===== config.mk =====
export PLATFORM = sky130hd
export DESIGN_NAME = dltc_tap_ctrl
export DESIGN_NICKNAME = d
export VERILOG_FILES = /design/src/dltc_pkg.sv /design/src/dltc_tap_ctrl.sv
export SDC_FILE = /design/constraint.sdc
export NUM_CORES = 1
export LEC_CHECK = 0
export BUFFER_PORTS_ARGS = -buffer_cell sky130_fd_sc_hd__buf_4
export CORE_MARGIN = 2
export CORE_UTILIZATION = 55
export DETAILED_ROUTE_END_ITERATION = 10
export PLACE_DENSITY = 0.8
export SLEW_MARGIN = 20
export SYNTH_ARGS = -nofsm -noshare
export SYNTH_HDL_FRONTEND = slang
export SYNTH_SLANG_ARGS = --single-unit

===== constraint.sdc =====
create_clock -name pclk -period 51.6 [get_ports pclk]
set_clock_uncertainty 0.2 [all_clocks]
set_input_delay 2.58 -clock pclk [delete_from_list [all_inputs] [get_ports pclk]]
set_output_delay 2.58 -clock pclk [all_outputs]
set_load 0.02 [all_outputs]

===== src/dltc_pkg.sv =====
// Purpose: shared constants and types of the delay line tap control
// Assumes: apb with 32-bit data, one word per register
// Notes:   all offsets are byte addresses
package dltc_pkg;
  localparam int          TAP_W        = 9;
  localparam int          NUM_TAPS     = 512;
  localparam logic [8:0]  TAP_MAX      = 9'h1FF;
  // register byte offsets
  localparam logic [7:0]  CFG_OFS      = 8'h00;
  localparam logic [7:0]  INIT_OFS     = 8'h04;
  localparam logic [7:0]  TAPPS_OFS    = 8'h08;
  localparam logic [7:0]  STAT_OFS     = 8'h0C;
  // field positions
  localparam int          CFG_TIME_B   = 0;
  localparam int          CFG_INPUT_B  = 1;
  localparam int          STAT_RDY_B   = 9;
  localparam int          STAT_BAD_B   = 10;
  localparam int          STAT_ALN_LSB = 12;
  // reset values
  localparam logic [1:0]  CFG_RST      = 2'h0;
  localparam logic [15:0] INIT_RST     = 16'h0000;
  localparam logic [7:0]  TAPPS_RST    = 8'h05;
  // alignment offset window of an input line in time format
  localparam logic [8:0]  ALIGN_MIN    = 9'h02D;
  localparam logic [8:0]  ALIGN_MAX    = 9'h041;
  localparam logic [8:0]  ALIGN_DEF    = 9'h032;
  // settling figures the fabric side must honour, in cycles
  localparam int          VT_SETTLE    = 10;
  localparam int          TIME_GAP     = 5;
  localparam int          COUNT_GAP    = 4;
  localparam logic [7:0]  CAL_CYC      = 8'h40;

  typedef struct packed {
    logic       load;
    logic       step_en;
    logic       step_up;
    logic       vt_track_enable;
    logic [8:0] tap_load_value;
  } dltc_ctrl_t;

  typedef enum logic [1:0] {
    CAL_IDLE = 2'b00,
    CAL_RUN  = 2'b01,
    CAL_DONE = 2'b11
  } dltc_cal_t;
endpackage : dltc_pkg


===== src/dltc_tap_ctrl.sv =====
// Purpose: tap position control of a 512-tap delay line, variable-load mode
// Assumes: fabric controls come from logic on pclk; apb on pclk
// Notes:   asynchronous update timing only; steps saturate at the ends
//
// Contract
// - taps change by step, by load, by init or by drift
// - position output always shows current tap
// - step moves position one tap up/down
// - load copies load value into position
// - 512 taps, nine-bit count from zero
// - input line adds alignment offset 45..65
// - output line has no alignment offset
// - time format tracks drift in background
// - count format: no calibration, init is taps
// - time format init in ps, runtime taps
// - updates follow the line clock alone
`timescale 1ns/10ps
module dltc_tap_ctrl
  import dltc_pkg::*;
#(
  parameter logic [7:0] CAL_LEN = CAL_CYC
) (
  input  wire logic       pclk,
  input  wire logic       presetn,
  input  wire logic       psel,
  input  wire logic       penable,
  input  wire logic       pwrite,
  input  wire logic [7:0] paddr,
  input  wire logic [31:0] pwdata,
  output logic [31:0]     prdata,
  output logic            pready,
  output logic            pslverr,
  input  dltc_ctrl_t      ctrl,
  input  wire logic       vt_drift_up,
  input  wire logic       vt_drift_dn,
  output logic [8:0]      tap_position_out,
  output logic            cal_ready
);

  // ***********************
  //  register file
  // ***********************
  logic [1:0]  cfg_r;
  logic [15:0] init_r;
  logic [7:0]  tapps_r;
  logic        bad_r;
  logic [8:0]  pos_r;
  logic [8:0]  align_r;
  logic [31:0] prdata_r;
  logic        pready_r;
  logic        pslverr_r;
  logic        init_go_r;
  logic        mapped;
  logic        wr_acc;
  logic        bad_now;
  logic [31:0] rd_mux;

  assign mapped = (paddr == CFG_OFS) || (paddr == INIT_OFS) ||
                  (paddr == TAPPS_OFS) || (paddr == STAT_OFS);
  assign wr_acc = psel && penable && pready_r && pwrite && mapped;
  assign bad_now = ctrl.load && ctrl.step_en;

  always_comb begin
    rd_mux = 32'h0000_0000;
    unique case (paddr)
      CFG_OFS:   rd_mux[1:0]  = cfg_r;
      INIT_OFS:  rd_mux[15:0] = init_r;
      TAPPS_OFS: rd_mux[7:0]  = tapps_r;
      STAT_OFS: begin
        rd_mux[8:0]                    = pos_r;
        rd_mux[STAT_RDY_B]             = cal_ready;
        rd_mux[STAT_BAD_B]             = bad_r;
        rd_mux[STAT_ALN_LSB +: TAP_W]  = align_r;
      end
      default:   rd_mux = 32'h0000_0000;
    endcase
  end

  // zero wait states: pready rises in the first access cycle
  always_ff @(posedge pclk or negedge presetn) begin
    if (!presetn) begin
      pready_r  <= 1'b0;
      pslverr_r <= 1'b0;
      prdata_r  <= 32'h0000_0000;
    end else begin
      pready_r  <= psel && !penable;
      pslverr_r <= psel && !penable && !mapped;
      if (psel && !penable) begin
        prdata_r <= rd_mux;
      end
    end
  end

  always_ff @(posedge pclk or negedge presetn) begin
    if (!presetn) begin
      cfg_r   <= CFG_RST;
      init_r  <= INIT_RST;
      tapps_r <= TAPPS_RST;
    end else if (wr_acc) begin
      if (paddr == CFG_OFS)   cfg_r   <= pwdata[1:0];
      if (paddr == INIT_OFS)  init_r  <= pwdata[15:0];
      if (paddr == TAPPS_OFS) tapps_r <= pwdata[7:0];
    end
  end

  // invalid combination flag, write one to clear; a new event wins
  always_ff @(posedge pclk or negedge presetn) begin
    if (!presetn) begin
      bad_r <= 1'b0;
    end else if (bad_now) begin
      bad_r <= 1'b1;
    end else if (wr_acc && paddr == STAT_OFS && pwdata[STAT_BAD_B]) begin
      bad_r <= 1'b0;
    end
  end

  // ***********************
  //  self-calibration
  // ***********************
  dltc_cal_t  cal_st_r;
  logic [7:0] cal_cnt_r;
  logic       cfg_chg;
  logic       time_fmt;
  logic       is_input;

  assign time_fmt = cfg_r[CFG_TIME_B];
  assign is_input = cfg_r[CFG_INPUT_B];
  assign cfg_chg  = wr_acc && (paddr == CFG_OFS) && (pwdata[1:0] != cfg_r);

  // count format never calibrates; a format change restarts it
  always_ff @(posedge pclk or negedge presetn) begin
    if (!presetn) begin
      cal_st_r  <= CAL_IDLE;
      cal_cnt_r <= 8'h00;
    end else if (cfg_chg) begin
      cal_st_r  <= CAL_IDLE;
      cal_cnt_r <= 8'h00;
    end else begin
      unique case (cal_st_r)
        CAL_IDLE: if (time_fmt) cal_st_r <= CAL_RUN;
        CAL_RUN: begin
          cal_cnt_r <= cal_cnt_r + 8'h01;
          if (cal_cnt_r == CAL_LEN - 8'h01) cal_st_r <= CAL_DONE;
        end
        CAL_DONE: cal_st_r <= CAL_DONE;
        default:  cal_st_r <= CAL_IDLE;
      endcase
    end
  end

  always_ff @(posedge pclk or negedge presetn) begin
    if (!presetn) begin
      cal_ready <= 1'b0;
      align_r   <= 9'h000;
    end else begin
      cal_ready <= (cal_st_r == CAL_DONE) && !cfg_chg;
      if (cal_st_r == CAL_RUN && cal_cnt_r == CAL_LEN - 8'h01) begin
        align_r <= is_input ? ALIGN_DEF : 9'h000;
      end else if (cfg_chg || !time_fmt) begin
        align_r <= 9'h000;
      end
    end
  end

  // initial setting is applied after reset, on an init or config write, and
  // once calibration completes in time format
  always_ff @(posedge pclk or negedge presetn) begin
    if (!presetn) begin
      init_go_r <= 1'b1;
    end else begin
      init_go_r <= (wr_acc && (paddr == INIT_OFS || paddr == CFG_OFS)) ||
                   (cal_st_r == CAL_RUN && cal_cnt_r == CAL_LEN - 8'h01);
    end
  end

  // ***********************
  //  initial setting in taps
  // ***********************
  logic [15:0] ps_taps;
  logic [16:0] init_sum;
  logic [8:0]  init_tap;

  // divider is combinational; init is rare so its depth is tolerated
  assign ps_taps  = (tapps_r == 8'h00) ? init_r : init_r / {8'h00, tapps_r};
  assign init_sum = {1'b0, ps_taps} + {8'h00, align_r};
  assign init_tap = !time_fmt ? (init_r > 16'(TAP_MAX) ? TAP_MAX
                                : init_r[8:0]) :
                    (init_sum > 17'(TAP_MAX) ? TAP_MAX
                                : init_sum[8:0]);

  // ***********************
  //  tap position
  // ***********************
  logic vt_ok;
  assign vt_ok = time_fmt && cal_ready && ctrl.vt_track_enable &&
                 !ctrl.load && !ctrl.step_en;

  // priority: load, step, init, then drift; explicit fabric control
  // always beats the background nudges
  // every change happens on pclk only, no data transition involved
  always_ff @(posedge pclk or negedge presetn) begin
    if (!presetn) begin
      pos_r <= 9'h000;
    end else if (ctrl.load && !ctrl.step_en) begin
      pos_r <= ctrl.tap_load_value;
    end else if (ctrl.step_en && !ctrl.load) begin
      if (ctrl.step_up && pos_r != TAP_MAX) begin
        pos_r <= pos_r + 9'h001;
      end else if (!ctrl.step_up && pos_r != 9'h000) begin
        pos_r <= pos_r - 9'h001;
      end
    end else if (init_go_r && !(time_fmt && !cal_ready &&
                 cal_st_r != CAL_DONE && init_r != INIT_RST)) begin
      pos_r <= init_tap;
    end else if (vt_ok && vt_drift_up && !vt_drift_dn && pos_r != TAP_MAX) begin
      pos_r <= pos_r + 9'h001;
    end else if (vt_ok && vt_drift_dn && !vt_drift_up && pos_r != 9'h000) begin
      pos_r <= pos_r - 9'h001;
    end
  end

  assign tap_position_out = pos_r;
  assign prdata           = prdata_r;
  assign pready           = pready_r;
  assign pslverr          = pslverr_r;
endmodule : dltc_tap_ctrl


# ---- Word-level counts from Yosys, hierarchy flattened
# Index checks and enable logic that the tools add are counted.
# W data, S select, Z words.
dict set report word_totals {
  latchBits 0
  ff_bits 80
  word_cells 122
  output_inout_bits 44
  mem_count 0
  romBits 0
  ram_bits 0
  inputBits 60
}
dict set report op_classes {
  n_mul 0
  order_cmp 2
  n_eq_ne 12
  n_reduce_logical 62
  n_addsub 4
  shifts 0
  muxes 28
  div 1
  bitwise_logic 0
}
# op count
set ops {}
lappend ops {{$mux W9} 12}
lappend ops {{$logic_and A1 B1 Y1} 32}
lappend ops {{$pmux W6 S3} 1}
lappend ops {{$add A16 B9 Y17} 1}
lappend ops {{$gt A17 B9 Y1 const B} 1}
lappend ops {{$div A16 B8 Y16} 1}
lappend ops {{$eq A8 B4 Y1 const B} 2}
lappend ops {{$gt A16 B9 Y1 const B} 1}
lappend ops {{$logic_not A8 Y1} 2}
lappend ops {{$mux W16} 1}
lappend ops {{$mux W8} 2}
lappend ops {{$reduce_bool A16 Y1} 1}
lappend ops {{$logic_not A1 Y1} 11}
lappend ops {{$reduce_and A2 Y1} 5}
lappend ops {{$add A9 B1 Y9 const B} 1}
lappend ops {{$ne A9 B9 Y1 const B} 1}
lappend ops {{$reduce_bool A9 Y1} 1}
lappend ops {{$sub A9 B1 Y9 const B} 1}
lappend ops {{$add A8 B1 Y8 const B} 1}
lappend ops {{$eq A8 B3 Y1 const B} 1}
lappend ops {{$eq A8 B6 Y1 const B} 1}
lappend ops {{$pmux W2 S4} 1}
lappend ops {{$pmux W4 S2} 1}
lappend ops {{$mux W2} 3}
lappend ops {{other kinds (15)} 24}

# ---- Depth between registers and ports, before layout
dict set report depth {
  ltp_word 12
  ltp_mapped 155
  depth_no_buf 147
}

# ---- Least setup slack after synthesis
# Ideal clock, no wire load.
dict set report synth_timing {
  path_kind {register -> register}
  start {register tapps_r[7]}
  end {register pos_r[0] (netlist: tap_position_out[0])}
  n_path_buf 9
  setup_ns 0.133
  arrival_time_ns 28.381
  required_time_ns 51.267
  path_stages_with_launch 150
  slack_ns 22.886
  period_less_slack_ns 28.714
  cell_sequence {dfrtp_1 -> buf_4 -> nor4_4 -> nand2_1 -> nor2_1 -> a21oi_1 -> a21oi_1 -> ha_1 -> or3_1 -> nand3_1 -> nor3b_2 -> nor2_1 -> ha_1 -> clkbuf_1 -> a21oi_1 -> a2111oi_4 -> mux2_2 -> ha_1 -> (+114 left out) -> nor4_4 -> o21a_1 -> mux2i_1 -> ha_1 -> a21o_1 -> a21oi_1 -> nor2b_1 -> o21ai_0 -> nand2b_1 -> a21oi_1 -> nor2b_1 -> o21ai_0 -> nand3_1 -> a221o_1 -> a21oi_1 -> and4_1 -> a221oi_2 -> a2bb2oi_2}
}
dict set report synth_between {
  elab_chain_len 9
  elab_cells_between_ends 10
  cone_classes {1 x add/sub; 1 x div; 1 x order compare; 6 x mux; 1 x reduce/logical}
}
# item line_no
set synth_rtl {}
lappend synth_rtl {{from (decl)} dltc_tap_ctrl.sv:45} ;# logic [7:0] tapps_r;
lappend synth_rtl {{from (signal assigned)} dltc_tap_ctrl.sv:102} ;# if (paddr == TAPPS_OFS) tapps_r <= pwdata[7:0];
lappend synth_rtl {{$div A16 B8 Y16 or $logic_not A8 Y1 (tied branches)} dltc_tap_ctrl.sv:184} ;# assign ps_taps = (tapps_r == 8'h00) ? init_r : init_r / {8'h00, tapps_r};
lappend synth_rtl {{$mux W16 *} dltc_tap_ctrl.sv:184}
lappend synth_rtl {{$add A16 B9 Y17 *} dltc_tap_ctrl.sv:185} ;# assign init_sum = {1'b0, ps_taps} + {8'h00, align_r};
lappend synth_rtl {{$gt A17 B9 Y1} dltc_tap_ctrl.sv:188} ;# (init_sum > 17'(TAP_MAX) ? TAP_MAX
lappend synth_rtl {{$mux W9 *} dltc_tap_ctrl.sv:188}
lappend synth_rtl {{$mux W9 *} dltc_tap_ctrl.sv:186} ;# assign init_tap = !time_fmt ? (init_r > 16'(TAP_MAX) ? TAP_MAX
lappend synth_rtl {{$mux W9 *} dltc_tap_ctrl.sv:212} ;# end else if (init_go_r && !(time_fmt && !cal_ready &&
lappend synth_rtl {{$mux W9 *} dltc_tap_ctrl.sv:206} ;# end else if (ctrl.step_en && !ctrl.load) begin
lappend synth_rtl {{$mux W9 *} dltc_tap_ctrl.sv:204} ;# end else if (ctrl.load && !ctrl.step_en) begin
lappend synth_rtl {{to (signal assigned)} dltc_tap_ctrl.sv:205} ;# pos_r <= ctrl.tap_load_value;
lappend synth_rtl {{to (signal assigned)} dltc_tap_ctrl.sv:208} ;# pos_r <= pos_r + 9'h001;
lappend synth_rtl {{to (signal assigned)} dltc_tap_ctrl.sv:214} ;# pos_r <= init_tap;
lappend synth_rtl {{to (decl)} dltc_tap_ctrl.sv:47} ;# logic [8:0] pos_r;
# Every way passes the cells marked *; elsewhere a longest branch is shown, timed or not.
# A chain may end at the register's enable or synchronous reset.

# ---- Final worst setup path
dict set report layout_timing {
  start {register tapps_r[4]}
  end {register pos_r[0] (netlist: tap_position_out[0])}
}
# Same word-level chain as after synthesis.

==> run metrics <==
Initial DRC Count just over 700; Initial Util between 50% and 60%; post-placement cell count between 1500 and 2000; Startpoint Class flip-flop; first-pass GRT wire length around 45000 um; initial antenna violation count 0; sequential-to-total area share from yosys stat ~17%; Reg clk slew, reported paths 0.06 ns; Critical Path RT slightly above 50 ns; Synth Area in XOR/XNOR between 5 and 6%; Power per Cell Area between 15 and 20 nW/um^2; post-synthesis to final-layout area growth 9.279%; CP max-delay cell a41oi_2; IO Pins 104; library cells used by synthesis 104; full die area roughly 19000 um^2; Pwr Total ~0.00022 W; Hold Crit Start prdata[13]; TritonCTS Buffers 9; #FFs+latches synth a little under 70; NumNets Final between 1000 and 1500; final slew viol count 0; Adder-Cell Fraction of Synth Area between 10% and 20%; kind of end point of the critical path flip-flop; min cycle time layout ~33 ns; number of synthesized flops with an enable pin 0; Max VDD drop around 20 uV; Clock Path Buffers 2; asr flop ratio synth 100.0%; largest net degree at the start of global routing about 70; Mapped Avg Cell Area 7.884 um^2; CP Class flip-flop to flip-flop; Tcrit/Tclk final ~65%; H-tree Lvls 3; worst hold slack about 0.28 ns; GPL Wtd Cong roughly 0.93; Fin Setup TNS 0 ns; max-cap violation count 0; main flop type after synthesis dfrtp_1; routed len/inst 17.76 um; yosys warns 0; TritonCTS clock tree done; DP HPWL approximately 20000 um; Routed WL around 27000 um; Final Hold Vio Count 0; Slew HR ~28%; Pleak 5.156 nW; main combinational cell family by area after synthesis compound AO/OA/AOI/OAI gates; Post-CTS Resized 0; share of cells above drive strength 1 roughly 14%; Layout Cells excl Fill 1525; vias per inst approximately 6.5; ANT nets after route 0; Crit Path Max Fanout 18; crit path from tapps_r[4]; DRC viols 0; Reg2Reg Launch Point tapps_r[4]; worst r2r path cells roughly 140; hold_buf cts 0; total grt overflow 0; Hold Crit Class flip-flop to flip-flop; Pre-antenna DRT Iters 5; largest stage delay on the critical path ~0.57 ns; Die Height between 100 and 150 um; Final setup viols 0; most used cell, CP o21a_1; vias around 9900; status completed; vias in the first global route 9321; Post-CTS Repair Setup Buffers 0; number of clock sinks 68; Skew-Pair Late Insertion Delay approximately 0.33 ns; CTS root buf clkbuf_16; Synth Instances between 1000 and 1500; arrival time at the worst endpoint between 30 and 40 ns; mux contribution to synthesized area 7.297%; PortBufs 73; Simple-Gate Fraction of Synth Area about 23%; site row count 49; core area approximately 18000 um^2; Netlist Area Pre-Place around 10000 um^2; ant diodes 0; fmax roughly 30 MHz; setup repair after global routing missed its margin false; Die X about 140 um; worst-margin pin slew around 1.1 ns; GRT Overall Usage roughly 28%; post-synthesis compound-gate area fraction 27.95%; WHS Path Cells 2
==> state kept, by name (all words and copies together), names as in the netlist <==
| name | cells |
|---|---|
| align_r | 1 |
| bad_r | 1 |
| cal_cnt_r | 8 |
| cal_ready | 1 |
| cal_st_r | 2 |
| cfg_r | 2 |
| init_go_r | 1 |
| init_r | 16 |
| prdata | 17 |
| pready | 1 |
| pslverr | 1 |
| tap_position_out | 9 |
| tapps_r | 8 |
==> worst max-delay path, delay by kind of cell, from the launching register on <==
kind            cells  cell delay (ns)
flops               1             0.50
simple gates       39             8.21
buf+inv             3             0.41
mux                 5             1.73
fa+ha+maj          15             4.62
compound gates     79            17.54
==> per-layer routing <==
metal,track usage [%],wire (um)
met5,0,0
met4,7.895,661
met3,3.464,1715
met2,47.92,12990
met1,36.61,11710
==> power by group <==
part	switching, W	internal, W
clock network	0.0000241	0.0000421
registers	0.0000148	0.0000609
logic	0.0000406	0.0000333
==> logic make-up (layout without fill, tap and decap cells) <==
group | after synthesis | after routing
XOR/XNOR | 60 | 60
flip-flops | 68 | 68
AND/OR/NAND/NOR | 449 | 449
other | 1 | 14
multiplexers | 64 | 64
buffers and inverters | 107 | 133
adder cells (fa/ha/maj) | 113 | 113
AO/OA/AOI/OAI | 395 | 395
==> final timing paths <==
path	to	slack (ns)
min in group asynchronous	tap_position_out[7]	2.17
hold / removal	prdata[13]	0.28
setup reg to reg	tap_position_out[0]	18.22
setup / recovery	tap_position_out[0]	18.22
hold reg to reg	prdata[13]	0.28
max in group asynchronous	tapps_r[3]	48.45
==> layout by cell type (no fill, tap or decap), types with 41 or more instances in the layout <==
master,n
xnor2_1,41
a21oi_1,72
dfrtp_1,65
o21a_1,54
buf_4,77
nor2_1,115
ha_1,113
nand2_1,115
o21ai_0,78
nor3_1,59
==> cell usage after synthesis, types with 6 or more instances <==
cell	instances	area (um^2)
mux2_2	35	394.1
a21o_1	16	120.1
nand4_1	10	62.56
dfrtp_1	65	1627
ha_1	113	1414
a22oi_1	6	45.04
nor3_1	60	300.3
nor4_1	10	62.56
or2_2	9	56.30
nand2_1	115	431.7
buf_2	7	35.03
xor2_1	19	166.4
o221ai_1	8	70.07
o21ai_1	9	45.04
a21oi_1	72	360.4
nand3_1	31	155.2
a221oi_1	6	52.55
o21ai_0	78	390.4
or3_1	11	68.82
a211oi_1	13	97.59
o21bai_1	10	75.07
nor2b_1	14	87.58
mux2i_1	24	240.2
o21a_1	54	405.4
clkbuf_1	38	142.6
o31ai_1	23	172.7
nor2_1	115	431.7
or4_1	6	45.04
a22o_1	12	105.1
nand2b_1	15	93.84
o211ai_1	12	90.09
nor3b_1	6	45.04
inv_1	40	150.1
xnor2_1	41	359.1
and3_1	9	56.30
a31oi_1	10	62.56
buf_4	17	127.6
==> stage by stage <==
step	instance area (um^2)	util (%)	setup slack [ns]
finish	10830	60.71	18.22
global route	10830	60.71	15.26
CTS	10810	60.61	18.23
detailed placement	10500	58.85	18.40
global placement	10500	58.85	18.81
floorplan	9960	-	22.89
==> final cells by class <==
| class | instances | area [um^2] |
|---|---|---|
| Inverter | 41 | 153.9 |
| Multi-Input combinational cell | 1095 | 7792 |
| Sequential cell | 68 | 1705 |
| Timing Repair Buffer | 77 | 578.1 |
| Clock inverter | 6 | 88.84 |
| Clock buffer | 9 | 225.2 |
| Tap cell | 229 | 286.5 |
| Fill cell | 1588 | 7010 |
Note: power is estimated with default switching activity, not from simulation.
